[src/bcfg_consts.svh]
// Constants for the battery charger and fuel gauge control block
`ifndef BCFG_CONSTS_SVH
`define BCFG_CONSTS_SVH
`define BCFG_ADDR_CHG_CTRL1 4'h0
`define BCFG_ADDR_CHG_CTRL2 4'h1
`define BCFG_ADDR_CHG_STAT 4'h2
`define BCFG_ADDR_GAUGE_CTRL1 4'h3
`define BCFG_ADDR_ADD2CH 4'h4
`define BCFG_ADDR_CNTR1 4'h5
`define BCFG_ADDR_CNTR2 4'h6
`define BCFG_ADDR_CNTR3 4'h7
`define BCFG_ADDR_AVG 4'h8
// Control one fields
`define BCFG_C1_CHARGE_ON 0
`define BCFG_C1_THERM_DIS 1
`define BCFG_C1_COLD_DIS 2
`define BCFG_C1_CUR_LSB 3
`define BCFG_C1_CUR_MSB 8
`define BCFG_C1_VSEL_LSB 9
`define BCFG_C1_VSEL_MSB 11
`define BCFG_VSEL_CELL_TEST 3'h7
`define BCFG_TEST_DIVIDE 4'h6
// Status fields
`define BCFG_ST_ON 0
`define BCFG_ST_TEMP_OK 1
`define BCFG_ST_COMPLETE 2
`define BCFG_ST_CV 3
`define BCFG_ST_DIVIDE 4
`define BCFG_ST_VBUS_OK 5
// Gauge control fields
`define BCFG_G_RESET 0
`define BCFG_G_PSAVE 1
// Thermistor ratio limits in 1/8 units: below 4/8 hot, above 7/8 cold
`define BCFG_HOT_LIMIT 8'h80
`define BCFG_COLD_LIMIT 8'hE0
`define BCFG_VBUS_LOW_MS 10
`define BCFG_CLK_KHZ 100000
`define BCFG_SAMPLE_KHZ 1000
`define BCFG_CTRL1_RESET 16'h0000
`endif

[src/bcfg_pkg.sv]
// Types for the battery charger and fuel gauge control block
package bcfg_pkg;
  typedef enum logic [2:0] {
    BCFG_OFF = 3'b001,
    BCFG_CC = 3'b010,
    BCFG_CV = 3'b100
  } bcfg_mode_type;
endpackage

[src/bcfg_ctr_if.sv]
// Signals between the control block and its charge counter
interface bcfg_ctr_if;
  logic clr;
  logic up;
  logic down;
  logic [15:0] step;
  logic [39:0] count;
  modport ctl(output clr, output up, output down, output step,
    input count);
  modport ctr(input clr, input up, input down, input step,
    output count);
endinterface

[src/bcfg_counter.sv]
// Forty-bit up/down charge counter with registered value
module bcfg_counter #(
  parameter int WIDTH = 40
) (
  input wire logic clk,
  input wire logic sys_rst,
  bcfg_ctr_if.ctr bus
);
  logic [WIDTH-1:0] cnt_r;
  logic [WIDTH-1:0] cnt_nxt;

  // Two's complement, wraps modulo the width; clear wins over counting
  always_comb begin
    cnt_nxt = cnt_r;
    if (bus.clr) begin
      cnt_nxt = '0;
    end else if (bus.down) begin
      cnt_nxt = cnt_r - WIDTH'(bus.step);
    end else if (bus.up) begin
      cnt_nxt = cnt_r + WIDTH'(1);
    end
  end

  always_ff @(posedge clk) begin
    if (sys_rst) begin
      cnt_r <= '0;
    end else begin
      cnt_r <= cnt_nxt;
    end
  end

  assign bus.count = cnt_r;

  chk_clear_zeroes: assert property (@(posedge clk) disable iff (sys_rst)
    bus.clr |=> cnt_r == '0) else $error("counter not cleared");
  chk_count_up_one: assert property (@(posedge clk) disable iff (sys_rst)
    (!bus.clr && !bus.down && bus.up) |=> cnt_r == $past(cnt_r) + 1)
    else $error("counter did not step up");
  chk_psave_step: assert property (@(posedge clk) disable iff (sys_rst)
    (!bus.clr && bus.down) |=>
    cnt_r == $past(cnt_r) - WIDTH'($past(bus.step)))
    else $error("power save step wrong");
  cov_wrap_neg: cover property (@(posedge clk) cnt_r == '1);
endmodule

[src/bcfg_top.sv]
// Battery charger control and coulomb-counting fuel gauge
`include "bcfg_consts.svh"
module bcfg_top #(
  parameter int VBUS_LOW_CYCLES =
    `BCFG_VBUS_LOW_MS * `BCFG_CLK_KHZ,
  parameter int SAMPLE_DIV = `BCFG_CLK_KHZ / `BCFG_SAMPLE_KHZ,
  parameter int CNT_WIDTH = 40
) (
  // Clock and reset
  input wire logic clk,
  input wire logic sys_rst,
  // Peripheral register bus, 16 bits
  input wire logic [3:0] reg_addr,
  input wire logic reg_wr,
  input wire logic reg_rd,
  input wire logic [15:0] reg_wdata,
  output logic [15:0] reg_rdata,
  // Analog sense inputs
  input wire logic vbus_present,
  input wire logic [7:0] thermistor_ratio,
  input wire logic vbat_target_reached,
  input wire logic [8:0] charge_current_meas,
  input wire logic sd_bit_valid,
  input wire logic sd_bit_up,
  input wire logic [15:0] avg_current_in,
  // Analog controls
  output logic charger_enable,
  output logic charger_cv_mode,
  output logic [5:0] charge_current_setting,
  output logic current_divide_en,
  output logic [2:0] charge_voltage_select,
  output logic gauge_analog_en
);
  localparam int VB_W = $clog2(VBUS_LOW_CYCLES + 1);
  localparam int SD_W = $clog2(SAMPLE_DIV + 1);

  // Register state
  logic [15:0] ctrl1_r, ctrl1_nxt;
  logic [3:0] test_r, test_nxt;
  logic [1:0] gctrl_r, gctrl_nxt;
  logic [15:0] add2ch_r, add2ch_nxt;
  logic [15:0] rdata_r, rdata_nxt;
  logic [15:0] avg_r;
  logic [39:0] snap_r, snap_nxt;
  // Charger state
  logic [VB_W-1:0] vb_cnt_r, vb_cnt_nxt;
  logic vbus_lost_r, vbus_lost_nxt;
  logic temp_ok_r, temp_ok_nxt;
  logic complete_r, complete_nxt;
  bcfg_pkg::bcfg_mode_type mode_r, mode_nxt;
  logic [SD_W-1:0] smp_r, smp_nxt;
  logic smp_tick;
  logic hot, cold, run_ok;

  bcfg_ctr_if ctr();

  bcfg_counter #(.WIDTH(CNT_WIDTH)) u_counter (
    .clk(clk),
    .sys_rst(sys_rst),
    .bus(ctr)
  );

  function automatic logic hit(input logic [3:0] a, input logic [3:0] r);
    hit = (a == r);
  endfunction

  // Register writes and control
  always_comb begin
    ctrl1_nxt = ctrl1_r;
    test_nxt = test_r;
    gctrl_nxt = gctrl_r;
    add2ch_nxt = add2ch_r;
    if (reg_wr) begin
      if (hit(reg_addr, `BCFG_ADDR_CHG_CTRL1)) begin
        ctrl1_nxt = reg_wdata;
      end
      if (hit(reg_addr, `BCFG_ADDR_CHG_CTRL2)) begin
        test_nxt = reg_wdata[3:0];
      end
      if (hit(reg_addr, `BCFG_ADDR_ADD2CH)) begin
        add2ch_nxt = reg_wdata;
      end
      if (hit(reg_addr, `BCFG_ADDR_GAUGE_CTRL1)) begin
        gctrl_nxt = reg_wdata[1:0];
      end
    end
    // Counter reset bit is self-clearing after one cycle
    if (gctrl_r[`BCFG_G_RESET] &&
        !(reg_wr && hit(reg_addr, `BCFG_ADDR_GAUGE_CTRL1))) begin
      gctrl_nxt[`BCFG_G_RESET] = 1'b0;
    end
  end

  // Thermistor window, bus supply qualification, mode
  always_comb begin
    hot = thermistor_ratio < `BCFG_HOT_LIMIT;
    cold = (thermistor_ratio > `BCFG_COLD_LIMIT) &&
      !ctrl1_r[`BCFG_C1_COLD_DIS];
    // Disable bit removes the thermistor from charge control
    temp_ok_nxt = ctrl1_r[`BCFG_C1_THERM_DIS] || !(hot || cold);
    vb_cnt_nxt = vb_cnt_r;
    vbus_lost_nxt = vbus_lost_r;
    if (vbus_present) begin
      vb_cnt_nxt = '0;
      vbus_lost_nxt = 1'b0;
    end else if (vb_cnt_r >= VB_W'(VBUS_LOW_CYCLES)) begin
      vbus_lost_nxt = 1'b1;
    end else begin
      vb_cnt_nxt = vb_cnt_r + VB_W'(1);
    end
    run_ok = ctrl1_r[`BCFG_C1_CHARGE_ON] && !vbus_lost_r &&
      temp_ok_r;
    mode_nxt = mode_r;
    case (mode_r)
      bcfg_pkg::BCFG_OFF: if (run_ok) mode_nxt = bcfg_pkg::BCFG_CC;
      bcfg_pkg::BCFG_CC: begin
        if (!run_ok) mode_nxt = bcfg_pkg::BCFG_OFF;
        else if (vbat_target_reached) mode_nxt = bcfg_pkg::BCFG_CV;
      end
      bcfg_pkg::BCFG_CV: if (!run_ok) mode_nxt = bcfg_pkg::BCFG_OFF;
      default: mode_nxt = bcfg_pkg::BCFG_OFF;
    endcase
    // Flag only; the mode above never looks at it
    // Sixteen bits so that ten times the largest reading cannot wrap
    complete_nxt = (mode_r == bcfg_pkg::BCFG_CV) &&
      ({7'h00, charge_current_meas} * 16'h000A <=
       {10'h000, ctrl1_r[`BCFG_C1_CUR_MSB:`BCFG_C1_CUR_LSB]} *
       16'h0040);
  end

  // Power saving sample strobe at 1 MHz
  always_comb begin
    smp_tick = (smp_r == SD_W'(SAMPLE_DIV - 1));
    smp_nxt = smp_tick ? '0 : smp_r + SD_W'(1);
    ctr.clr = gctrl_r[`BCFG_G_RESET];
    // Discharge strobes step down by one; power save by the decrement
    ctr.down = gctrl_r[`BCFG_G_PSAVE] ? smp_tick :
      (sd_bit_valid && !sd_bit_up);
    ctr.up = !gctrl_r[`BCFG_G_PSAVE] && sd_bit_valid && sd_bit_up;
    ctr.step = gctrl_r[`BCFG_G_PSAVE] ? add2ch_r : 16'h0001;
  end

  // Read mux; counter is snapshotted on the low-part read
  always_comb begin
    rdata_nxt = rdata_r;
    snap_nxt = snap_r;
    if (reg_rd) begin
      case (reg_addr)
        `BCFG_ADDR_CHG_CTRL1: rdata_nxt = ctrl1_r;
        `BCFG_ADDR_CHG_CTRL2: rdata_nxt = {12'h000, test_r};
        `BCFG_ADDR_CHG_STAT: rdata_nxt = {10'h000, !vbus_lost_r,
          test_r == `BCFG_TEST_DIVIDE, mode_r == bcfg_pkg::BCFG_CV,
          complete_r, temp_ok_r, mode_r != bcfg_pkg::BCFG_OFF};
        `BCFG_ADDR_GAUGE_CTRL1: rdata_nxt = {14'h0000, gctrl_r};
        `BCFG_ADDR_ADD2CH: rdata_nxt = add2ch_r;
        `BCFG_ADDR_CNTR1: begin
          snap_nxt = ctr.count;
          rdata_nxt = ctr.count[15:0];
        end
        `BCFG_ADDR_CNTR2: rdata_nxt = snap_r[31:16];
        `BCFG_ADDR_CNTR3: rdata_nxt = {8'h00, snap_r[39:32]};
        `BCFG_ADDR_AVG: rdata_nxt = avg_r;
        default: rdata_nxt = 16'h0000;
      endcase
    end
  end

  always_ff @(posedge clk) begin
    if (sys_rst) begin
      ctrl1_r <= `BCFG_CTRL1_RESET;
      test_r <= '0;
      gctrl_r <= '0;
      add2ch_r <= '0;
      rdata_r <= '0;
      snap_r <= '0;
      avg_r <= '0;
      vb_cnt_r <= '0;
      vbus_lost_r <= 1'b1;
      temp_ok_r <= 1'b0;
      complete_r <= 1'b0;
      mode_r <= bcfg_pkg::BCFG_OFF;
      smp_r <= '0;
      charger_enable <= 1'b0;
      charger_cv_mode <= 1'b0;
      charge_current_setting <= '0;
      current_divide_en <= 1'b0;
      charge_voltage_select <= '0;
      gauge_analog_en <= 1'b0;
    end else begin
      ctrl1_r <= ctrl1_nxt;
      test_r <= test_nxt;
      gctrl_r <= gctrl_nxt;
      add2ch_r <= add2ch_nxt;
      rdata_r <= rdata_nxt;
      snap_r <= snap_nxt;
      avg_r <= avg_current_in;
      vb_cnt_r <= vb_cnt_nxt;
      vbus_lost_r <= vbus_lost_nxt;
      temp_ok_r <= temp_ok_nxt;
      complete_r <= complete_nxt;
      mode_r <= mode_nxt;
      smp_r <= smp_nxt;
      charger_enable <= mode_nxt != bcfg_pkg::BCFG_OFF;
      charger_cv_mode <= mode_nxt == bcfg_pkg::BCFG_CV;
      charge_current_setting <=
        ctrl1_nxt[`BCFG_C1_CUR_MSB:`BCFG_C1_CUR_LSB];
      current_divide_en <= test_nxt == `BCFG_TEST_DIVIDE;
      // Code 7 selects the 3.74 V cell-test level
      charge_voltage_select <=
        ctrl1_nxt[`BCFG_C1_VSEL_MSB:`BCFG_C1_VSEL_LSB];
      gauge_analog_en <= !gctrl_nxt[`BCFG_G_PSAVE];
    end
  end

  assign reg_rdata = rdata_r;

  chk_off_when_dis: assert property (@(posedge clk) disable iff (sys_rst)
    !ctrl1_r[`BCFG_C1_CHARGE_ON] |=> !charger_enable)
    else $error("charger on while bit clear");
  chk_vbus_loss: assert property (@(posedge clk) disable iff (sys_rst)
    vbus_lost_r |=> !charger_enable) else $error("on without vbus");
  chk_temp_hot: assert property (@(posedge clk) disable iff (sys_rst)
    (hot && !ctrl1_r[`BCFG_C1_THERM_DIS]) |=> !temp_ok_r ##1 !charger_enable)
    else $error("hot did not stop charging");
  chk_cv_after_cc: assert property (@(posedge clk) disable iff (sys_rst)
    $rose(charger_cv_mode) |-> $past(mode_r == bcfg_pkg::BCFG_CC))
    else $error("cv without cc");
  chk_flag_no_stop: assert property (@(posedge clk) disable iff (sys_rst)
    (complete_r && run_ok && mode_r == bcfg_pkg::BCFG_CV) |=> charger_cv_mode)
    else $error("complete flag altered charge");
  chk_avg_read: assert property (@(posedge clk) disable iff (sys_rst)
    (reg_rd && reg_addr == `BCFG_ADDR_AVG) |=> reg_rdata == $past(avg_r))
    else $error("average read wrong");
  cov_cc_cv: cover property (@(posedge clk) mode_r == bcfg_pkg::BCFG_CV);
  cov_complete: cover property (@(posedge clk) complete_r);
  cov_psave: cover property (@(posedge clk) ctr.down);
endmodule
[config.mk]
export PLATFORM = sky130hd
export DESIGN_NAME = bcfg_top
export DESIGN_NICKNAME = d
export VERILOG_FILES = /design/src/bcfg_pkg.sv /design/src/bcfg_ctr_if.sv /design/src/bcfg_counter.sv /design/src/bcfg_top.sv
export VERILOG_INCLUDE_DIRS = /design/src
export SDC_FILE = /design/constraint.sdc
export NUM_CORES = 1
export LEC_CHECK = 0
export BUFFER_PORTS_ARGS = -buffer_cell sky130_fd_sc_hd__buf_4
export CAP_MARGIN = 20
export CORE_AREA = 10 10 192 149
export DETAILED_ROUTE_END_ITERATION = 10
export DIE_AREA = 0 0 202 159
export GPL_TIMING_DRIVEN = 0
export PLACE_DENSITY = 0.57
export SLEW_MARGIN = 40
export SYNTH_ARGS = -nofsm -noshare
export SYNTH_HDL_FRONTEND = slang
export SYNTH_SLANG_ARGS = --single-unit
[constraint.sdc]
create_clock -name clk -period 3.8 [get_ports clk]
set_input_delay 0.19 -clock clk [delete_from_list [all_inputs] [get_ports clk]]
set_output_delay 0.19 -clock clk [all_outputs]
set_load 0.02 [all_outputs]
# Word-level counts from Yosys, hierarchy flattened

Cells that the tools add are included.

Flip-flop bits (word level): 196
Bits in latches: 0
RAM bits: 0
Memory bits (read-only): 0
Bits of input ports: 61
Output and inout bits: 29
Logic and storage cells: 95
Memories kept: 0

Add/sub/neg operators: 4
$mul: 1
Div/mod/pow operators: 0
Magnitude comparators: 4
Equality and inequality tests: 17
Shift operators: 0
Mux-type cells: 18
Bitwise operators: 0
Reductions and logical operators: 29

Operators with widths:

| operator              | number |
|---|---|
| $pmux 16 s9           | 1 |
| $mux 40               | 2 |
| $add 40x1->40 const B | 1 |
| $sub 40x16->40        | 1 |
| $eq 4x3->1 const B    | 6 |
| $mux 12               | 2 |
| $add 20x1->20 const B | 1 |
| $ge 20x20->1 const B  | 1 |
| $mux 16               | 1 |
| $le 13x12->1          | 1 |
| $mul 9x3->12 const B  | 1 |
| $mux 3                | 4 |
| $logic_and 1x1->1     | 9 |
| $pmux 3 s3            | 1 |
| $eq 4x2->1 const B    | 2 |
| $gt 8x8->1 const B    | 1 |
| $lt 8x8->1 const B    | 1 |
| $mux 4                | 2 |
| $reduce_and 2->1      | 4 |
| $reduce_or 2->1       | 4 |
| $add 7x1->7 const B   | 1 |
| $eq 7x7->1 const B    | 1 |
| $logic_not 1->1       | 7 |
| $eq 3x3->1 const B    | 2 |
| other kinds (10)      | 16 |

# Depth between registers and ports, before layout

Gate-level depths: netlist of the first run.

Word-level depth: 6
Mapped depth: 19
Depth with buffers taken out: 18

# By module

Synthesis of the first run repeated with hierarchy kept, for this count alone.

Cells, all modules: 1253
Area total of the unflattened synthesis: 10114.7 um2

Modules (own cells, without submodules):

| module       | instances | cells an instance | area an instance (um2) | sequential area each (um2) |
|---|---|---|---|---|
| bcfg_top     | 1         | 764               | 6429.9                 | 2622.5 |
| bcfg_counter | 1         | 489               | 3684.8                 | 800.8 |

# Worst setup path before layout of the first run

No wires, ideal clock.

Kind: register -> register
From: register smp_r[0]
To: register u_counter.cnt_r[37] (netlist: u_counter.bus.count[37])
Setup time: 0.070 ns
Arrival: 3.828 ns
Data required time: 3.730 ns
Path slack: -0.098 ns
Cell stages (with the launch flop): 17
Path buffers: 1
Clock period less this slack: 3.898 ns
Cells stage by stage: dfxtp_1 ha_1 nand4b_1 nor3_1 nand2_1 o21a_1 inv_1 ha_1 clkbuf_1 a21o_1 o21ba_2 or3b_1 o21ai_4 o41ai_4 mux2i_1 or4_1 a21oi_1

Word-level cells in the longest chain between the ends: 3
Elaborated cells on any way between the ends: 4
Classes of those cells: eq/ne (1); mux (2); reduce/logical (1)

RTL lines:

| item                                                | line               | RTL |
|---|---|---|
| start: declaration                                  | bcfg_top.sv:51     | `logic [SD_W-1:0] smp_r, smp_nxt;` |
| start signal: assignment                            | bcfg_top.sv:202    | `smp_r <= smp_nxt;` |
| $eq 7x7->1 *                                        | bcfg_top.sv:133    | `smp_tick = (smp_r == SD_W'(SAMPLE_DIV - 1));` |
| $mux 1 *                                            | bcfg_top.sv:137    | `` ctr.down = gctrl_r[`BCFG_G_PSAVE] ? smp_tick : `` |
| $mux 40 / $reduce_bool 2->1 (equally long branches) | -                  |  |
| end signal: assignment                              | bcfg_counter.sv:28 | `cnt_r <= cnt_nxt;` |
| end: declaration                                    | bcfg_counter.sv:9  | `logic [WIDTH-1:0] cnt_r;` |

Mark *: on every way between the ends. The rest lies on a longest branch, timed or not.
A chain may end at the register's enable or synchronous reset.

# Worst setup path in the final report of the first run

From: register smp_r[1]
To: register u_counter.cnt_r[39] (netlist: u_counter.bus.count[39])

Same word-level chain as after synthesis.

==> results, run 1 <==
- The launching element type of the critical path is a flop.
- The relative area change from synthesis to final layout is 29.4%.
- After detailed routing, the number of vias per cell comes to 5.38.
- The worst relative slew slack is ~44%.
- The H-tree was split into 4 levels.
- Timing would allow up to 266 MHz.
- The routability-driven placement congestion ratio is roughly 0.9.
- The pin count of the biggest net entering global routing is 18.
- The portion of the post-synthesis area used by sequential elements is 35.0%.
- The die covers between 0.03 and 0.04 mm².
- The die outline width is between 200 and 250 µm.
- The cell count after synthesis is 1,230.
- In the final design database the tool counted ~1,500 nets.
- By startpoint and endpoint, the worst setup path is classified as reg2reg.
- The number of cells traversed by the worst register-to-register path is 19.
- After synthesis, the share of flip-flops with an asynchronous set or reset is 0%.
- The floorplan step defined a core boundary enclosing 0.0247 mm².
- The portion of the clock cycle consumed by the worst path in the final layout is a little over nine tenths.
- The transition time at the pin with the least slew margin is 0.834 ns.
- After detailed routing, the number of remaining DRC violations is 0.
- The min-delay analysis places its worst path in the category in2reg.
- The number of enable flip-flop cells after synthesis is 0.
- The synthesized design contains between 150 and 200 register bits.
- Wires add up to 32,500 µm.
- For hold timing, the worst endpoint is charge_current_setting[2]$_SDFFE_PP0P_.
- The post-synthesis cell type count is 72.
- The number of filler instances in the final layout is between 2,000 and 2,500.
- The post-layout instance count excluding filler cells is 1,749.
- The total count of max-transition violations in the final report is 0.
- The flow ran to the end, and the final reports show no timing, DRC or antenna violations.
- The worst IR drop on VDD is between 0.0003 and 0.0004 V.
- The vertical die dimension is 159 µm.
- Setup slack on the critical path of the routed design comes to roughly 0.044 ns.
- Once layout is done, the placed cells without fillers occupy 0.0127 mm².
- STA classifies the critical path endpoint as a flop.
- Clock-pin slew was measured on the worst setup and hold paths at 0.07 ns.
- The fraction of final layout cells sized beyond drive strength 1 is 20.4%.
- The most frequent cell after synthesis is nand2_1.
- The startpoint of the most critical register-to-register path is smp_r[1]$_SDFF_PP0_.
- The worst slack after detailed placement is -0.821 ns.
- The register-to-register setup slack is 0.04 ns.
- Summing every instance area after synthesis gives about 0.0098 mm².
- Setup violations remaining at the end of the flow were counted as 0.
- The floorplan has 50 rows.
- The dominant register cell in the synthesized netlist is dfxtp_1.
- The number of search-and-repair iterations in the first detailed-routing pass is 5.
- Summed over all nets, the half-perimeter wirelength after detailed placement is 24,200 µm.
- The start point of the worst min-delay path is reg_wdata[5].
- The commonest cells after synthesis are 200 x nand2_1, 174 x a21oi_1, 171 x dfxtp_1.
- The count of nets left with antenna violations once routing finished came out at 0.
- The final number of hold-violating endpoints came to 0.
- The routed length per instance is 18.6 µm.
- For this design the static power due to leakage is between 5 and 6 nW.
- The setup TNS is 0 ns.
- TritonCTS built the clock tree.
- The top-area cell type share of the netlist area is a little over a third.
- The detailed router's first-iteration violation count is about 670.
- The number of placed instances with taps included is 1,657.
- Power spread over the standard cell area amounts to 359 mW/mm².
- The final period demand of the worst path is 3.76 ns.
- The CTS root buffer is clkbuf_16.
- In this run the worst path has a maximum fanout of 7.
- The biggest area contributor in the post-synthesis netlist is dfxtp_1.
- The total track usage is 19.4%.
- The number of buffers created by CTS is 17.
- The endpoint arrival time on the critical path is a little over 4 ns.
- Clock tree synthesis found a total of around 170 sinks.
- The tool flagged a number of max-cap violations equal to 0.
- The number of global-route vias before repair is between 8,000 and 9,000.
- The number of warning messages in the yosys log is 0.
- The number of nets in the synthesized netlist is 1,354.
- The maximum buffer depth of the clock tree is 2.
- The number of buffer cells added on primary ports is 89.
- The standard cell area after detailed placement is 0.0109 mm².
- The critical path required time is 4.10 ns.
- The first global-routing pass estimated 50,100 µm of wire.
- Pin placement for this block handled 90 I/O pins.
- After global routing the overflow that remains totals 0.
- The overall via count from detail_route is 9,417.
- The starting utilization of the core area is 39.6%.
- Along the worst hold path, the cell count comes to 3.
- The clock reaches the later pin of the worst-skew pair after roughly 0.44 ns.
- The average instance in the mapped netlist occupies about 8.0 µm².
- The clock skew is 0.0125 ns.
- The worst reg2reg path endpoint is u_counter.bus.count[39]$_SDFFE_PP0P_.
- The number of antenna cells inserted is 0.
- The initial antenna violation count came to 0.
- Sorting the synthesized cells by area gives the leading types as dfxtp_1 35%, a21oi_1 8.9%, ha_1 7.8%, nand2_1 7.7%, nor2_1 3.3%.
- Setup repair after global routing could not meet its margin everywhere.
-- cell usage in the layout, fill, tap and decap left out, drive strengths merged, types with 33 or more instances in the layout --
cell type  synthesis  routed
nand2            200     200
a21oi            174     174
dfxtp            171     171
buf               20     155
nor2              87      87
clkbuf            61      70
ha                61      61
o21ai             44      44
nor2b             40      40
nand3             34      34
inv               25      33
-- metrics by stage --
stage	hold slack, ns	total power, mW	utilization (%)
4_1_cts	0.00684	4.50	49.6
2_1_floorplan	0.277	2.41	-
3_5_place_dp	0.406	2.64	44.1
6_report	0.0232	4.55	51.2
5_1_grt	0.0109	4.74	51.2
3_3_place_gp	0.399	2.63	44.0
-- registers in the layout, summed over array words and instances (netlist names), 4 cells and up --
signal and cells:
add2ch_r 16, reg_rdata 16, smp_r 7, vb_cnt_r 20, charge_current_setting 5, avg_r 16
snap_r 24, test_r 4, ctrl1_r 8, u_counter.bus.count 40
-- report_power, final --
group	total (mW)	internal [mW]	switching [mW]
Sequential	1.91	1.85	0.0604
Combinational	0.866	0.387	0.479
Clock	1.77	0.948	0.823
-- layer usage --
| metal | up-vias | GRT usage (%) | part of all wire (%) |
|---|---|---|---|
| met5 | - | 0 | 0 |
| met1 | 4503 | 28.6 | 49 |
| met4 | 0 | 3.41 | 0.85 |
| met3 | 20 | 4.22 | 6.5 |
| li1 | 4652 | - | - |
| met2 | 242 | 28.2 | 43 |
-- final cells by class --
class                      count  area, µm²  share of cell area [%]
timing repair buffer         157       1260                    9.97
tap                          338        423                    3.34
clock inverter                14        148                    1.17
inverter                      25       97.6                   0.771
sequential                   171       3430                    27.1
clock buffer                  18        439                    3.47
timing repair inverter         1       7.51                  0.0593
multi-input combinational    953       6510                    51.4
buffer                        72        342                    2.70
-- worst max-delay path by stage --
stage                        start                                   end  slack, ns  cells after the start
2_1_floorplan  smp_r[0]$_SDFF_PP0_  u_counter.bus.count[37]$_SDFFE_PP0P_       0.02                     16
3_3_place_gp   smp_r[0]$_SDFF_PP0_  u_counter.bus.count[36]$_SDFFE_PP0P_      -0.81                     19
3_5_place_dp   smp_r[0]$_SDFF_PP0_  u_counter.bus.count[36]$_SDFFE_PP0P_      -0.82                     19
4_1_cts        smp_r[1]$_SDFF_PP0_  u_counter.bus.count[39]$_SDFFE_PP0P_      -0.08                     19
5_1_grt        smp_r[1]$_SDFF_PP0_  u_counter.bus.count[39]$_SDFFE_PP0P_      -0.13                     19
6_report       smp_r[1]$_SDFF_PP0_  u_counter.bus.count[39]$_SDFFE_PP0P_       0.04                     19
-- cell families (layout without fill, tap and decap cells) --
logic type / after synthesis / count (layout) / synth area share [%]
AOI/OAI and AO/OA: 334 / 334 / 20.8
xor gates and xnor gates: 55 / 55 / 4.92
adders and majority gates: 63 / 63 / 8.21
buffers and inverters: 106 / 287 / 4.50
DFF: 171 / 171 / 35.0
muxes: 37 / 37 / 4.36
and+or+nand+nor: 464 / 464 / 22.3
-- repair_timing --
item	4_1_cts	5_1_grt
endpoints found under the setup margin	24	18
pin swaps	36	38
hold endpoints to repair	23	0
hold buffers	22	0
resized for setup	76	63
gates cloned	1	0
buffers inserted	34	12
-- worst max-delay path: stages, from the launching register on --
cell and delay (ns):
dfxtp_2 0.34, ha_4 0.16, nand4b_1 0.10, nor3_2 0.06, nand2_2 0.10, o21a_4 0.17, clkinvlp_4 0.10, buf_12 0.15
buf_4 0.15, buf_4 0.14, ha_4 0.17, nor4_4 0.25, a31oi_2 0.17, or3b_4 0.41, o21ai_4 0.24, o41ai_4 0.11
buf_4 0.17, o31a_1 0.26, nor4_2 0.29, nor3_2 0.07
Note: power is estimated with default switching activity, not from simulation.
==> run 2, diff against run 1 <==
- REMOVE_ABC_BUFFERS: unset -> 1
- SLEW_MARGIN: 40 -> 20
==> results, run 2 (same netlist as run 1, synthesis figures left out) <==
- The checks that failed: setup timing.
- The transition time at the pin with the least slew margin was 1.13 ns (was 0.834 ns).
- The critical path start-end classification is reg2reg (unchanged).
- The portion of the clock cycle consumed by the worst path in the final layout came to 101% (was 98.8%).
- The detailed router's first-iteration violation count is 611 (was 667).
- The worst hold endpoint is avg_r[4]$_SDFF_PP0_ (was charge_current_setting[2]$_SDFFE_PP0P_).
- The number of antenna cells inserted is 0 (unchanged).
- The relative area change from synthesis to final layout was 25.9% (was 29.4%).
- The number of buffers created by CTS is 17 (unchanged).
- The sort of element at the end of the critical path is a flop (unchanged).
- The CTS root buffer is clkbuf_16 (unchanged).
- The power consumption is 4.49 mW (was 4.55 mW).
- The register clock-pin slew on the reported worst setup and hold paths is 0.07 ns (about the same).
- The number of cells traversed by the worst register-to-register path is 18 (was 19).
- The global route total overflow is 0 (unchanged).
- The standard-cell row count was 50 (unchanged).
- The number of violations of the max-capacitance limit is 0 (unchanged).
- The total wirelength of the detailed-routed design was 29,700 µm (was 32,500 µm).
- The launch point of the critical path is smp_r[1]$_SDFF_PP0_ (unchanged).
- The die outline width is 202 µm (unchanged).
- The CTS tree is yes (unchanged).
- The floorplan die area came to 0.0321 mm² (unchanged).
- The clock latency on the worst-skew pair was 0.45 ns (was 0.44 ns).
- The area of the core is 0.0247 mm² (unchanged).
- The number of global-route vias before repair is 8,875 (was 8,945).
- The endpoint arrival time on the critical path came to 4.22 ns (was 4.06 ns).
- The routability-driven placement congestion ratio is 0.897 (was 0.895).
- The worst reg2reg path endpoint is u_counter.bus.count[39]$_SDFFE_PP0P_ (unchanged).
- The total count of max-transition violations in the final report came to 0 (unchanged).
- The most common library cell in the layout ignoring fill and taps is nand2_1 (unchanged).
- The clock skew is 0.0100 ns (was 0.0125 ns).
- The number of buffer cells added on primary ports is 89 (unchanged).
- The first-pass GRT wire length was 47,600 µm (was 50,100 µm).
- The cell leakage power is 4.91 nW (was 5.02 nW).
- The clock sink count is 171 (unchanged).
- The maximum clock frequency is 260 MHz (was 266 MHz).
- The number of vias per cell is 5.40 (was 5.38).
- The initial antenna violation count is 0 (unchanged).
- The register-to-register setup slack is -0.05 ns (was 0.04 ns).
- The post-detailed-placement half-perimeter wirelength was 19,900 µm (was 24,200 µm).
- The worst IR drop on VDD is 0.000322 V (was 0.000317 V).
- The residual DRC count is 0 (unchanged).
- The final number of hold-violating endpoints is 0 (unchanged).
- Status: finished with violations (was finished clean).
- The total track usage is 17.9% (was 19.4%).
- The number of cells traversed by the worst hold path is 2 (was 3).
- The power density normalized to cell area was 365 mW/mm² (was 359 mW/mm²).
- The overall via count from detail_route is 9,121 (was 9,417).
- The routed length per instance is 17.6 µm (was 18.6 µm).
- The worst path setup slack after routing is -0.0501 ns (was 0.0438 ns).
- The flip-flop count of the largest register after layout is 40 (unchanged).
- The startpoint of the most critical register-to-register path is smp_r[1]$_SDFF_PP0_ (unchanged).
- The worst slack after detailed placement was -1.72 ns (was -0.821 ns).
- The launching element type of the critical path is a flop (unchanged).
- The top-level port count came to 90 (unchanged).
- The pin count of the biggest net entering global routing is 105 (was 18).
- The final period demand of the worst path came to 3.85 ns (was 3.76 ns).
- The path type of the worst min-delay path is in2reg (unchanged).
- The start point of the worst min-delay path is avg_current_in[4] (was reg_wdata[5]).
- The maximum buffer depth of the clock tree came to 2 (unchanged).
- The vertical die dimension was 159 µm (unchanged).
- RSZ-0062 raised after global routing: true (unchanged).
- The critical-path maximum fanout is 6 (was 7).
- The critical path required time is 4.17 ns (was 4.10 ns).
- The number of search-and-repair iterations in the first detailed-routing pass came to 5 (unchanged).
- Commonest cells after routing, fill and taps aside: 195 x nand2_1, 168 x dfxtp_1, 155 x a21oi_1 (was 197 x nand2_1, 168 x dfxtp_1, 148 x a21oi_1).
- The final-report setup violation count is 2 (was 0).
- The fraction of final layout cells sized beyond drive strength 1 came to 20.3% (was 20.4%).
- The final-stage net count was 1,461 (was 1,522).
- The worst relative slew slack is 24.0% (was 44.2%).
- The maximum level of the CTS H-tree is 4 (unchanged).
- The starting utilization of the core area is 39.6% (unchanged).
- The post-detailed-route count of antenna-violating nets came to 0 (unchanged).
## run 2: cell types whose count changed in the layout (fill, tap and decap cells not counted), moves of 3 or more
cell      previous run  this run
a21oi_1            148       155
a21oi_4             10         2
buf_1                6         0
buf_2                3         0
buf_4              141       135
clkbuf_1            51         1
inv_6                7         3
## run 2: cell type report
class / count / area (µm²)
clock inverter: 13 / 138
clock buffer: 19 / 443
timing repair inverter: 1 / 7.51
timing repair buffer: 166 / 1390
fill: 2409 / 12400
tap: 338 / 423
multi-input combinational: 955 / 6390
inverter: 25 / 97.6
sequential: 171 / 3430
## run 2: critical path: stages (launching register included)
cell        delay, ns
dfxtp_2          0.34
ha_4             0.15
nand4b_1         0.10
nor3_2           0.06
nand2_2          0.12
o21a_4           0.18
clkinvlp_4       0.13
bufbuf_16        0.30
ha_4             0.16
a21o_1           0.20
nor4_2           0.30
a31oi_2          0.16
or3b_4           0.41
o21ai_4          0.17
o41ai_4          0.10
buf_4            0.17
o31a_1           0.26
o31a_1           0.29
nor3_2           0.15
## run 2: worst max path at each step
stage / slack [ns] / to
after floorplan: -0.36 / u_counter.bus.count[37]$_SDFFE_PP0P_
after global placement: -1.61 / u_counter.bus.count[37]$_SDFFE_PP0P_
after CTS: -0.05 / u_counter.bus.count[39]$_SDFFE_PP0P_
after global routing: -0.23 / u_counter.bus.count[39]$_SDFFE_PP0P_
after detailed placement: -1.72 / u_counter.bus.count[37]$_SDFFE_PP0P_
final: -0.05 / u_counter.bus.count[39]$_SDFFE_PP0P_
## run 2: power breakdown
part	internal (mW)	switching [mW]
registers	1.85	0.0539
logic	0.378	0.455
clock network	0.939	0.815
total	3.17	1.32
## run 2: per-layer routing
metal | wire, µm | track usage, % | vias to the layer above
met4 | 208 | 3.51 | 0
met3 | 1390 | 3.27 | 22
li1 | - | - | 4518
met1 | 15000 | 25.7 | 4379
met2 | 13100 | 27.2 | 202
met5 | 0 | 0 | -
## run 2: metrics by stage
step	setup TNS [ns]	hold WS, ns	std cells	instance area, µm²	util [%]
detailed placement	-27.51	0.395	1578	10600	42.8
global placement	-25.29	0.391	1576	10500	42.6
CTS	-0.0941	0.000990	1670	11900	48.3
floorplan	-0.633	0.259	1149	9440	-
finish	-0.0621	0.00188	1688	12300	49.8
global route	-1.02	0.00141	1688	12300	49.8
## run 2: repair_timing
item | CTS | global route
gates resized for setup | 54 | 50
pin swaps | 26 | 31
hold endpoints to repair | 27 | 0
buffers inserted | 32 | 17
cloned | 4 | 0
endpoints found under the setup margin | 30 | 21
hold buffers | 24 | 0
==> run 3, diff against run 2 <==
==> constraint.sdc (replaced) <==
create_clock -name clk -period 3.8 [get_ports clk]
set_input_delay 0 -clock clk [delete_from_list [all_inputs] [get_ports clk]]
set_output_delay 0 -clock clk [all_outputs]
set_load 0.02 [all_outputs]
==> results, run 3 (same netlist as run 1, synthesis figures left out) <==
- The CTS tree is yes (unchanged).
- The sort of element at the end of the critical path is a flop (unchanged).
- RSZ-0062 raised after global routing: true (unchanged).
- The standard-cell row count is 50 (unchanged).
- The clock skew is 0.00887 ns (was 0.0100 ns).
- The starting utilization of the core area is 39.6% (unchanged).
- The total count of max-transition violations in the final report is 0 (unchanged).
- The post-detailed-placement half-perimeter wirelength came to 19,900 µm (unchanged).
- The vertical die dimension is 159 µm (unchanged).
- The register-to-register setup slack is -0.04 ns (was -0.05 ns).
- The number of search-and-repair iterations in the first detailed-routing pass is 5 (unchanged).
- The number of vias per cell is 5.37 (was 5.40).
- The relative area change from synthesis to final layout is 27.4% (was 25.9%).
- The number of violations of the max-capacitance limit is 0 (unchanged).
- The pin count of the biggest net entering global routing is 105 (unchanged).
- The global route total overflow is 0 (unchanged).
- The total wirelength of the detailed-routed design came to 29,800 µm (was 29,700 µm).
- The overall via count from detail_route is 9,144 (was 9,121).
- The worst hold endpoint was reg_rdata[5]$_SDFFE_PP0P_ (was avg_r[4]$_SDFF_PP0_).
- The area of the core was 0.0247 mm² (unchanged).
- The flip-flop count of the largest register after layout is 40 (unchanged).
- The critical path required time is 4.17 ns (about the same).
- The cell leakage power is 4.97 nW (was 4.91 nW).
- The floorplan die area is 0.0321 mm² (unchanged).
- The number of buffers created by CTS is 17 (unchanged).
- The power consumption was 4.50 mW (was 4.49 mW).
- The CTS root buffer is clkbuf_16 (unchanged).
- Status: finished with violations (unchanged).
- The first-pass GRT wire length came to 47,700 µm (was 47,600 µm).
- The worst path setup slack after routing was -0.0405 ns (was -0.0501 ns).
- The startpoint of the most critical register-to-register path is smp_r[1]$_SDFF_PP0_ (unchanged).
- The final design instance area without fill is 0.0125 mm² (was 0.0123 mm²).
- The detailed router's first-iteration violation count came to 608 (was 611).
- The clock sink count is 171 (unchanged).
- The routability-driven placement congestion ratio is 0.897 (unchanged).
- The transition time at the pin with the least slew margin is 1.11 ns (was 1.13 ns).
- The top-level port count was 90 (unchanged).
- The worst relative slew slack was 25.6% (was 24.0%).
- The critical path start-end classification is reg2reg (unchanged).
- The share of the core filled with cells is 50.4% (was 49.8%).
- The number of cells traversed by the worst register-to-register path came to 18 (unchanged).
- The number of antenna cells inserted is 0 (unchanged).
- The fraction of final layout cells sized beyond drive strength 1 is 20.1% (was 20.3%).
- The clock latency on the worst-skew pair is 0.44 ns (was 0.45 ns).
- The critical-path maximum fanout is 6 (unchanged).
- The number of buffer cells added on primary ports is 89 (unchanged).
- The initial antenna violation count was 0 (unchanged).
- The maximum clock frequency is 260 MHz (about the same).
- The post-detailed-route count of antenna-violating nets is 0 (unchanged).
- The post-layout instance count excluding filler cells is 1,703 (was 1,688).
- The launching element type of the critical path was a flop (unchanged).
- The number of cells traversed by the worst hold path is 3 (was 2).
- The portion of the clock cycle consumed by the worst path in the final layout is 101% (about the same).
- The endpoint arrival time on the critical path is 4.21 ns (was 4.22 ns).
- The most common library cell in the layout ignoring fill and taps is nand2_1 (unchanged).
- The worst IR drop on VDD is 0.000319 V (was 0.000322 V).
- The die outline width is 202 µm (unchanged).
- Commonest cells after routing, fill and taps aside: 195 x nand2_1, 168 x dfxtp_1, 155 x a21oi_1 (unchanged).
- The maximum buffer depth of the clock tree was 2 (unchanged).
- The number of placed instances with taps included is 1,578 (unchanged).
- The final-report setup violation count came to 2 (unchanged).
- The final number of hold-violating endpoints came to 0 (unchanged).
- The start point of the worst min-delay path was reg_rd (was avg_current_in[4]).
- The register clock-pin slew on the reported worst setup and hold paths is 0.07 ns (about the same).
- The residual DRC count is 0 (unchanged).
- The smallest hold slack is 0.0246 ns (was 0.00188 ns).
- The total track usage is 17.9% (about the same).
- The worst reg2reg path endpoint is u_counter.bus.count[39]$_SDFFE_PP0P_ (unchanged).
- The path type of the worst min-delay path is in2reg (unchanged).
- The standard cell area after detailed placement was 0.0106 mm² (unchanged).
- The routed length per instance is 17.5 µm (was 17.6 µm).
- The number of global-route vias before repair is 8,902 (was 8,875).
- Failing checks: setup timing (unchanged).
- The final period demand of the worst path is 3.84 ns (was 3.85 ns).
- The power density normalized to cell area came to 361 mW/mm² (was 365 mW/mm²).
- The final-stage net count came to 1,476 (was 1,461).
- The maximum level of the CTS H-tree came to 4 (unchanged).
-- run 3: routing by layer --
| metal | vias up | track usage (%) | part of all wire, % |
|---|---|---|---|
| li1 | 4551 | - | - |
| met1 | 4360 | 25.8 | 50 |
| met2 | 216 | 27.3 | 44 |
| met3 | 17 | 3.13 | 5.0 |
| met4 | 0 | 3.48 | 0.70 |
| met5 | - | 0 | 0 |
-- run 3: worst max-delay path by stage --
stage / slack [ns] / end / from
2_1_floorplan: -0.36 / u_counter.bus.count[37]$_SDFFE_PP0P_ / smp_r[0]$_SDFF_PP0_
3_3_place_gp: -1.61 / u_counter.bus.count[37]$_SDFFE_PP0P_ / gctrl_r[1]$_SDFF_PP0_
3_5_place_dp: -1.72 / u_counter.bus.count[37]$_SDFFE_PP0P_ / gctrl_r[1]$_SDFF_PP0_
4_1_cts: -0.05 / u_counter.bus.count[39]$_SDFFE_PP0P_ / smp_r[1]$_SDFF_PP0_
5_1_grt: -0.23 / u_counter.bus.count[39]$_SDFFE_PP0P_ / smp_r[1]$_SDFF_PP0_
6_report: -0.04 / u_counter.bus.count[39]$_SDFFE_PP0P_ / smp_r[1]$_SDFF_PP0_
-- run 3: report_power, final --
| part | internal, mW | leakage, nW | switching [mW] |
|---|---|---|---|
| sequential | 1.85 | 1.39 | 0.0536 |
| clock | 0.939 | 0.287 | 0.816 |
| combinational | 0.388 | 3.29 | 0.457 |
-- run 3: repair_timing --
item                       4_1_cts  5_1_grt
cloned                           4        0
setup endpoints to repair       30       21
resized for setup               54       50
setup buffers                   32       17
hold endpoints to repair        62       25
pin swaps                       26       31
hold buffers                    38        1
-- run 3: worst max-delay path: stages, from the launching register on --
cell and delay (ns):
dfxtp_2 0.34, ha_4 0.15, nand4b_1 0.10, nor3_2 0.06, nand2_2 0.12, o21a_4 0.18, clkinvlp_4 0.13, bufbuf_16 0.30
ha_4 0.16, a21o_1 0.20, nor4_2 0.29, a31oi_2 0.16, or3b_4 0.41, o21ai_4 0.17, o41ai_4 0.10, buf_4 0.17
o31a_1 0.26, o31a_1 0.29, nor3_2 0.15
-- run 3: per-stage QoR --
stage	setup TNS (ns)	setup WS, ns
finish	-0.0429	-0.0405
CTS	-0.0941	-0.0458
global route	-1.02	-0.230
global placement	-25.29	-1.61
detailed placement	-27.51	-1.72
floorplan	-0.633	-0.358
-- run 3: layout make-up --
cell class	instances	area (µm²)
multi-input combinational	955	6390
clock inverter	13	138
clock buffer	19	443
fill	2382	12200
timing repair buffer	181	1540
inverter	25	97.6
tap	338	423
timing repair inverter	1	7.51
sequential	171	3430
